File: config.mk
export PLATFORM = sky130hd
export DESIGN_NAME = irq_enable_bank
export DESIGN_NICKNAME = d
export VERILOG_FILES = /design/src/include/irq_enable_pkg.sv /design/src/irq_enable_bank.sv /design/src/irq_gate.sv
export VERILOG_INCLUDE_DIRS = /design/src /design/src/include
export SDC_FILE = /design/constraint.sdc
export NUM_CORES = 1
export LEC_CHECK = 0
export ABC_AREA = 1
export BUFFER_PORTS_ARGS = -buffer_cell sky130_fd_sc_hd__buf_2
export CORE_UTILIZATION = 57
export CTS_CLUSTER_DIAMETER = 100
export DETAILED_ROUTE_END_ITERATION = 7
export GPL_TIMING_DRIVEN = 0
export PLACE_DENSITY_LB_ADDON = 0.2
export SETUP_SLACK_MARGIN = 0.02
export SYNTH_ARGS = -nofsm -noshare
export SYNTH_HDL_FRONTEND = slang
export SYNTH_SLANG_ARGS = --single-unit
export TNS_END_PERCENT = 1
File: constraint.sdc
create_clock -name aclk -period 2.71 [get_ports aclk]
set_input_delay 0.542 -clock aclk [delete_from_list [all_inputs] [get_ports aclk]]
set_output_delay 0.542 -clock aclk [all_outputs]
set_load 0.01 [all_outputs]
File: src/include/irq_enable_cfg.svh
// Contract
// - With priority levels off, no request passes unless global peripheral enable is set.
// - Each source has an enable bit: 1 passes its flag, 0 blocks it.
// - First enable register holds eight sources, parallel port at bit 7 down to timer 1.
// - Small package: bit 7 of first enable register is absent and reads 0.
// - Priority bits matter only with priority levels on; otherwise compatibility mode.
`ifndef IRQ_ENABLE_CFG_SVH
`define IRQ_ENABLE_CFG_SVH

// ==========================================
// register byte addresses
`define ADDR_W             6
`define ADDR_ENABLE_1      6'h00
`define ADDR_ENABLE_2      6'h04
`define ADDR_CONTROL       6'h08
`define ADDR_FLAGS         6'h0c
`define ADDR_EVENT_STATUS  6'h10
`define ADDR_EVENT_MASK    6'h14

// ==========================================
// field positions and masks
`define CTRL_PRIO_BIT      0
`define CTRL_GLOBAL_BIT    1
`define CTRL_WIDTH         2
`define EN1_FULL_MASK      8'hff
`define EN1_SMALL_MASK     8'h7f
`define EN2_MASK           8'hdf
`define STRB_LOW_LANE      0

// ==========================================
// reset values
`define ENABLE_RESET       8'h00
`define CTRL_RESET         2'h0
`define EVENT_RESET        16'h0000

`endif

File: src/include/irq_enable_pkg.sv
package irq_enable_pkg;

  typedef logic [7:0] byte_reg_type;

  typedef enum logic [1:0]
  {
    resp_okay   = 2'b00,
    resp_slverr = 2'b10
  } axi_resp_type;

endpackage : irq_enable_pkg

File: src/irq_enable_bank.sv
`timescale 1ns/1ns
`include "irq_enable_cfg.svh"

module irq_enable_bank
#(
  parameter bit SMALL_PACKAGE = 1'b0
)
(
  // clock and reset
  input  wire logic                          aclk,
  input  wire logic                          aresetn,
  // axi4-lite write address and data
  input  wire logic [`ADDR_W-1:0]            s_axi_awaddr,
  input  wire logic                          s_axi_awvalid,
  output logic                               s_axi_awready,
  input  wire logic [31:0]                   s_axi_wdata,
  input  wire logic [3:0]                    s_axi_wstrb,
  input  wire logic                          s_axi_wvalid,
  output logic                               s_axi_wready,
  // axi4-lite write response
  output logic [1:0]                         s_axi_bresp,
  output logic                               s_axi_bvalid,
  input  wire logic                          s_axi_bready,
  // axi4-lite read
  input  wire logic [`ADDR_W-1:0]            s_axi_araddr,
  input  wire logic                          s_axi_arvalid,
  output logic                               s_axi_arready,
  output logic [31:0]                        s_axi_rdata,
  output logic [1:0]                         s_axi_rresp,
  output logic                               s_axi_rvalid,
  input  wire logic                          s_axi_rready,
  // peripheral flags, same clock
  input  wire irq_enable_pkg::byte_reg_type  flag_1,
  input  wire irq_enable_pkg::byte_reg_type  flag_2,
  // toward the core
  output logic [15:0]                        peripheral_request,
  output logic                               compatibility_mode,
  output logic                               irq
);

  // ==========================================
  // register state
  irq_enable_pkg::byte_reg_type enable_1_reg;
  irq_enable_pkg::byte_reg_type enable_2_reg;
  logic [`CTRL_WIDTH-1:0]       control_reg;
  logic [15:0]                  event_status_reg;
  logic [15:0]                  event_mask_reg;
  logic [15:0]                  request_prev_reg;
  logic [`ADDR_W-1:0]           aw_addr_reg;
  logic [31:0]                  w_data_reg;
  logic                         w_strb_reg;
  logic                         aw_full_reg;
  logic                         w_full_reg;
  logic [15:0]                  gated_request;

  function automatic logic addr_mapped(input logic [`ADDR_W-1:0] addr);
    addr_mapped = (addr == `ADDR_ENABLE_1) || (addr == `ADDR_ENABLE_2) || (addr == `ADDR_CONTROL) ||
                  (addr == `ADDR_FLAGS) || (addr == `ADDR_EVENT_STATUS) || (addr == `ADDR_EVENT_MASK);
  endfunction : addr_mapped

  // ==========================================
  // write channel
  wire aw_take   = s_axi_awvalid & s_axi_awready;
  wire w_take    = s_axi_wvalid & s_axi_wready;
  wire do_write  = aw_full_reg & w_full_reg & ~s_axi_bvalid;
  wire b_done    = s_axi_bvalid & s_axi_bready;
  wire aw_full_next = (aw_full_reg | aw_take) & ~do_write;
  wire w_full_next  = (w_full_reg | w_take) & ~do_write;
  wire bvalid_next  = do_write | (s_axi_bvalid & ~s_axi_bready);
  wire wr_lane      = w_strb_reg;
  wire wr_en_1      = do_write & wr_lane & (aw_addr_reg == `ADDR_ENABLE_1);
  wire wr_en_2      = do_write & wr_lane & (aw_addr_reg == `ADDR_ENABLE_2);
  wire wr_ctrl      = do_write & wr_lane & (aw_addr_reg == `ADDR_CONTROL);
  wire wr_status    = do_write & wr_lane & (aw_addr_reg == `ADDR_EVENT_STATUS);
  wire wr_mask      = do_write & wr_lane & (aw_addr_reg == `ADDR_EVENT_MASK);
  // the small package has no parallel port, so its enable never stores
  wire [7:0] en1_mask = SMALL_PACKAGE ? `EN1_SMALL_MASK : `EN1_FULL_MASK;
  wire [7:0] en1_next = wr_en_1 ? (w_data_reg[7:0] & en1_mask) : enable_1_reg;
  wire [7:0] en2_next = wr_en_2 ? (w_data_reg[7:0] & `EN2_MASK) : enable_2_reg;
  wire [1:0] bresp_next = addr_mapped(aw_addr_reg) ? irq_enable_pkg::resp_okay : irq_enable_pkg::resp_slverr;

  always_ff @(posedge aclk)
  begin
    if (!aresetn)
    begin
      aw_full_reg   <= 1'b0;
      w_full_reg    <= 1'b0;
      aw_addr_reg   <= '0;
      w_data_reg    <= 32'h0000_0000;
      w_strb_reg    <= 1'b0;
      s_axi_awready <= 1'b0;
      s_axi_wready  <= 1'b0;
      s_axi_bvalid  <= 1'b0;
      s_axi_bresp   <= 2'h0;
    end
    else
    begin
      aw_full_reg   <= aw_full_next;
      w_full_reg    <= w_full_next;
      if (aw_take)
        aw_addr_reg <= s_axi_awaddr;
      if (w_take)
      begin
        w_data_reg  <= s_axi_wdata;
        w_strb_reg  <= s_axi_wstrb[`STRB_LOW_LANE];
      end
      s_axi_awready <= ~aw_full_next & ~bvalid_next;
      s_axi_wready  <= ~w_full_next & ~bvalid_next;
      s_axi_bvalid  <= bvalid_next;
      if (do_write)
        s_axi_bresp <= bresp_next;
    end
  end

  // ==========================================
  // registers and events
  // a new request is an event; set beats a same-cycle write-one clear
  wire [15:0] event_set   = gated_request & ~request_prev_reg;
  wire [15:0] status_clr  = wr_status ? w_data_reg[15:0] : 16'h0000;
  wire [15:0] status_next = (event_status_reg & ~status_clr) | event_set;

  always_ff @(posedge aclk)
  begin
    if (!aresetn)
    begin
      enable_1_reg     <= `ENABLE_RESET;
      enable_2_reg     <= `ENABLE_RESET;
      control_reg      <= `CTRL_RESET;
      event_status_reg <= `EVENT_RESET;
      event_mask_reg   <= `EVENT_RESET;
      request_prev_reg <= `EVENT_RESET;
    end
    else
    begin
      enable_1_reg     <= en1_next;
      enable_2_reg     <= en2_next;
      if (wr_ctrl)
        control_reg    <= w_data_reg[`CTRL_WIDTH-1:0];
      if (wr_mask)
        event_mask_reg <= w_data_reg[15:0];
      event_status_reg <= status_next;
      request_prev_reg <= gated_request;
    end
  end

  irq_gate u_gate
  (
    .aclk                         (aclk),
    .aresetn                      (aresetn),
    .flag_1                       (flag_1),
    .flag_2                       (flag_2),
    .enable_1                     (enable_1_reg),
    .enable_2                     (enable_2_reg),
    .priority_levels_enable       (control_reg[`CTRL_PRIO_BIT]),
    .global_peripheral_irq_enable (control_reg[`CTRL_GLOBAL_BIT]),
    .request                      (gated_request)
  );

  // ==========================================
  // read channel
  wire ar_take     = s_axi_arvalid & s_axi_arready;
  wire rvalid_next = ar_take | (s_axi_rvalid & ~s_axi_rready);
  wire [7:0] flags_1_view = SMALL_PACKAGE ? (flag_1 & `EN1_SMALL_MASK) : flag_1;
  wire [15:0] rd_word =
    (s_axi_araddr == `ADDR_ENABLE_1)     ? {8'h00, enable_1_reg} :
    (s_axi_araddr == `ADDR_ENABLE_2)     ? {8'h00, enable_2_reg} :
    (s_axi_araddr == `ADDR_CONTROL)      ? {14'h0000, control_reg} :
    (s_axi_araddr == `ADDR_FLAGS)        ? {flag_2 & `EN2_MASK, flags_1_view} :
    (s_axi_araddr == `ADDR_EVENT_STATUS) ? event_status_reg :
    (s_axi_araddr == `ADDR_EVENT_MASK)   ? event_mask_reg : 16'h0000;
  wire [1:0] rresp_next = addr_mapped(s_axi_araddr) ? irq_enable_pkg::resp_okay : irq_enable_pkg::resp_slverr;

  always_ff @(posedge aclk)
  begin
    if (!aresetn)
    begin
      s_axi_arready <= 1'b0;
      s_axi_rvalid  <= 1'b0;
      s_axi_rdata   <= 32'h0000_0000;
      s_axi_rresp   <= 2'h0;
    end
    else
    begin
      s_axi_arready <= ~rvalid_next;
      s_axi_rvalid  <= rvalid_next;
      if (ar_take)
      begin
        s_axi_rdata <= {16'h0000, rd_word};
        s_axi_rresp <= rresp_next;
      end
    end
  end

  // ==========================================
  // outputs toward the core
  always_ff @(posedge aclk)
  begin
    if (!aresetn)
    begin
      peripheral_request <= 16'h0000;
      compatibility_mode <= 1'b1;
      irq                <= 1'b0;
    end
    else
    begin
      peripheral_request <= gated_request;
      compatibility_mode <= ~control_reg[`CTRL_PRIO_BIT];
      irq                <= |(status_next & event_mask_reg);
    end
  end
endmodule : irq_enable_bank

File: src/irq_gate.sv
`timescale 1ns/1ns
`include "irq_enable_cfg.svh"

module irq_gate
(
  // clock and reset
  input  wire logic                          aclk,
  input  wire logic                          aresetn,
  // flags and enables
  input  wire irq_enable_pkg::byte_reg_type  flag_1,
  input  wire irq_enable_pkg::byte_reg_type  flag_2,
  input  wire irq_enable_pkg::byte_reg_type  enable_1,
  input  wire irq_enable_pkg::byte_reg_type  enable_2,
  input  wire logic                          priority_levels_enable,
  input  wire logic                          global_peripheral_irq_enable,
  // gated requests
  output logic [15:0]                        request
);

  // ==========================================
  // gating
  // with priority levels on, the core's own high/low enables take over
  wire        forward_ok = priority_levels_enable | global_peripheral_irq_enable;
  wire [15:0] request_next = {flag_2 & enable_2, flag_1 & enable_1} & {16{forward_ok}};

  always_ff @(posedge aclk)
  begin
    if (!aresetn)
      request <= 16'h0000;
    else
      request <= request_next;
  end

endmodule : irq_gate

==> run metrics <==
buffers added on ports=89; Setup Skew=0.007687 ns; Final ANT Viol Nets=0; max_cap viols=0; clk_lat worst skew=0.54 ns; # diodes=0; Int Power=3374 uW; Mapped Area=about 5300 sq um; Slowest-stage cell, CP=dfxtp_1; core area=8891 sq um; clock root buffer=clkbuf_8; HPWL after DPL=10790 um; #FFs+latches synth=129; first-pass GRT wire length=23920 um; synth top area cells=dfxtp_1 (49%), nand2_1 (9.8%), nor2_1 (6.9%), a21oi_1 (6.7%), o21ai_0 (6.0%); Arrival @ worst endpoint=2.43 ns; Required @ worst endpoint=3.11 ns; post-layout util=73.46%; initial antenna violation count=0; number of H-tree levels=4; Final Slew Violations=0; final wirelength=15080 um; effective utilization at floorplan=59.75%; most frequent CP cell=nand2_1; sw frac=24.41%; worst min-delay path category=in -> reg; io pins=130; Die W=98.54 um; Cell Pwr Density=683.4 nW/um^2; routed len/inst=between 15 and 20 um; Synth top cells by count=nand2_1 (138), dfxtp_1 (129), nor2_1 (98); crit path time final=2.029 ns; RSZ-0062 raised after global routing=false; worst path cell trace=inv_1 -> nand3_4 -> nor2_4 -> buf_4 -> nand3_1 -> nand2_1 -> nand2_1 -> nand2_1 -> nand2_1 -> nor2_1 -> nand2_1 -> nor2_1 -> nor2_1; Layout area overhead=22.94%; Comb power frac=6.3%; CTS Hold Bufs=0; number of global-route vias before repair=4978; initial drt markers=466; count leader, synth=nand2_1; Worst-Margin Slew=0.7375 ns; total negative setup slack=0 ns; clock network power share=49.4%; cts repair resizes=0; number of setup buffers added after CTS=0; combinational family with the most area after synthesis=simple AND/OR/NAND/NOR gates; failing checks=DRC; CTS tree=done; Crit Path Max Fanout=10; number of flops mapped to enable cells by yosys=0; die area=roughly 9700 sq um; maximum clock frequency=just under 0.5 GHz; Sw Pwr=1089 uW; Die Ht=98.54 um; Adder-Cell Fraction of Synth Area=0%; via count=approximately 5200; Fin. Hold Viols=0; main flop type after synthesis=dfxtp_1; Filler Cell Count=between 700 and 800; Mapped Cells=713; leading area contributor after synthesis=dfxtp_1; Synth top area share=48.61%; Slew HR=between 50% and 60%; synthesized area per cell=about 7.5 sq um; RePlAce Congestion=approximately 0.92; pin count of the biggest net entering global routing=17; # rows=34; Syn. warnings=0; post-synthesis simple-gate area fraction=23.60%; # DRC=7; crit-path max cell delay=0.31 ns; clock buffer depth=2; asr flop ratio synth=0%; sequential element share of the synthesized area=48.61%; Power, Total=4463 uW; Leak=0.002939 uW; final-stage net count=a little over 900; clk sinks=129; global route overflow=0; Total Routing Usage GR=32.00%; XOR/XNOR Fraction of Synth Area=0%; post-DR vias/cell=about 5.4; Setup Viol. Count Final=0; CTS buffer count=17; maximum VDD drop=488.5 uV; Synth Area in Compound Gates=roughly 15%; clock-pin transition on the worst setup and hold timing paths=0.06 ns; Worst setup SP type=register; sequential power share=between 40% and 50%; mux cell area share after synthesis=1.130%; CP Capture Type=register; part of the cycle the worst path needs=74.87%; layout cells sized above 1=18.90%; status=finished with violations; count of cell types in the netlist=35; drt pass-1 iters=8; critical path type=reg -> reg
[final timing paths]
kind                      startpoint                     end  slack [ns]  cells past startpoint
setup / recovery        s_axi_bvalid                     irq        0.68                     13
hold / removal             flag_2[3]      u_gate.request[11]        0.25                      3
setup reg to reg        s_axi_bvalid                     irq        0.68                     13
hold reg to reg   u_gate.request[12]  peripheral_request[12]        0.42                      2
[critical path: cells and delay by family, from the launching register on]
family / cells / cell delay, ns
buffers and inverters: 2 / 0.37
and+or+nand+nor: 11 / 1.21
DFF: 1 / 0.31
[power by group through the flow]
stage / clock network (uW) / logic, uW / registers (uW)
after floorplan: 0 / 172 / 2010
after global placement: 0 / 267 / 2010
after detailed placement: 0 / 274 / 2010
after CTS: 2200 / 279 / 1970
after global routing: 2290 / 314 / 1980
final: 2210 / 283 / 1970
[final cells by class]
type / instances / area, sq um / share of cell area [%]
Tap cell: 108 / 135.1 / 2.069
Clock inverter: 12 / 135.1 / 2.069
Inverter: 86 / 322.8 / 4.943
Timing Repair Buffer: 89 / 445.4 / 6.820
Multi-Input combinational cell: 468 / 2191 / 33.54
Sequential cell: 129 / 2582 / 39.54
Buffer: 48 / 284.0 / 4.349
Clock buffer: 20 / 435.4 / 6.667
[per-stage QoR]
stage	setup WS, ns	cell area, sq um	cells	hold slack (ns)
3_3_place_gp	0.5772	5961	928	0.4087
2_1_floorplan	1.062	5380	731	0.3710
6_report	0.6809	6531	960	0.2538
4_1_cts	0.7279	6531	960	0.2552
5_1_grt	0.5910	6531	960	0.2715
3_5_place_dp	0.5509	5961	928	0.4125
[cell families after synthesis]
logic type      after synthesis
simple gates                292
compound gates              151
buf+inv                     134
flops                       129
mux                           6
other cells                   1
[routing by layer]
layer	track usage (%)	wire length, um	share of wire, %	vias to the layer above
li1	-	-	-	2505
met1	38.23	5984	40	2373
met2	53.58	7145	47	300
met3	8.865	1500	9.9	50
met4	15.04	445	3.0	0
met5	0	0	0	-
[layout by cell type (no fill, tap or decap), drive strengths merged, types with 19 or more instances in the layout]
| master | count |
|---|---|
| nand3 | 30 |
| a21oi | 71 |
| buf | 116 |
| o21ai | 64 |
| conb | 19 |
| clkbuf | 41 |
| nor2 | 104 |
| inv | 86 |
| dfxtp | 129 |
| nand2 | 139 |
(Power assumes the default switching activity.)
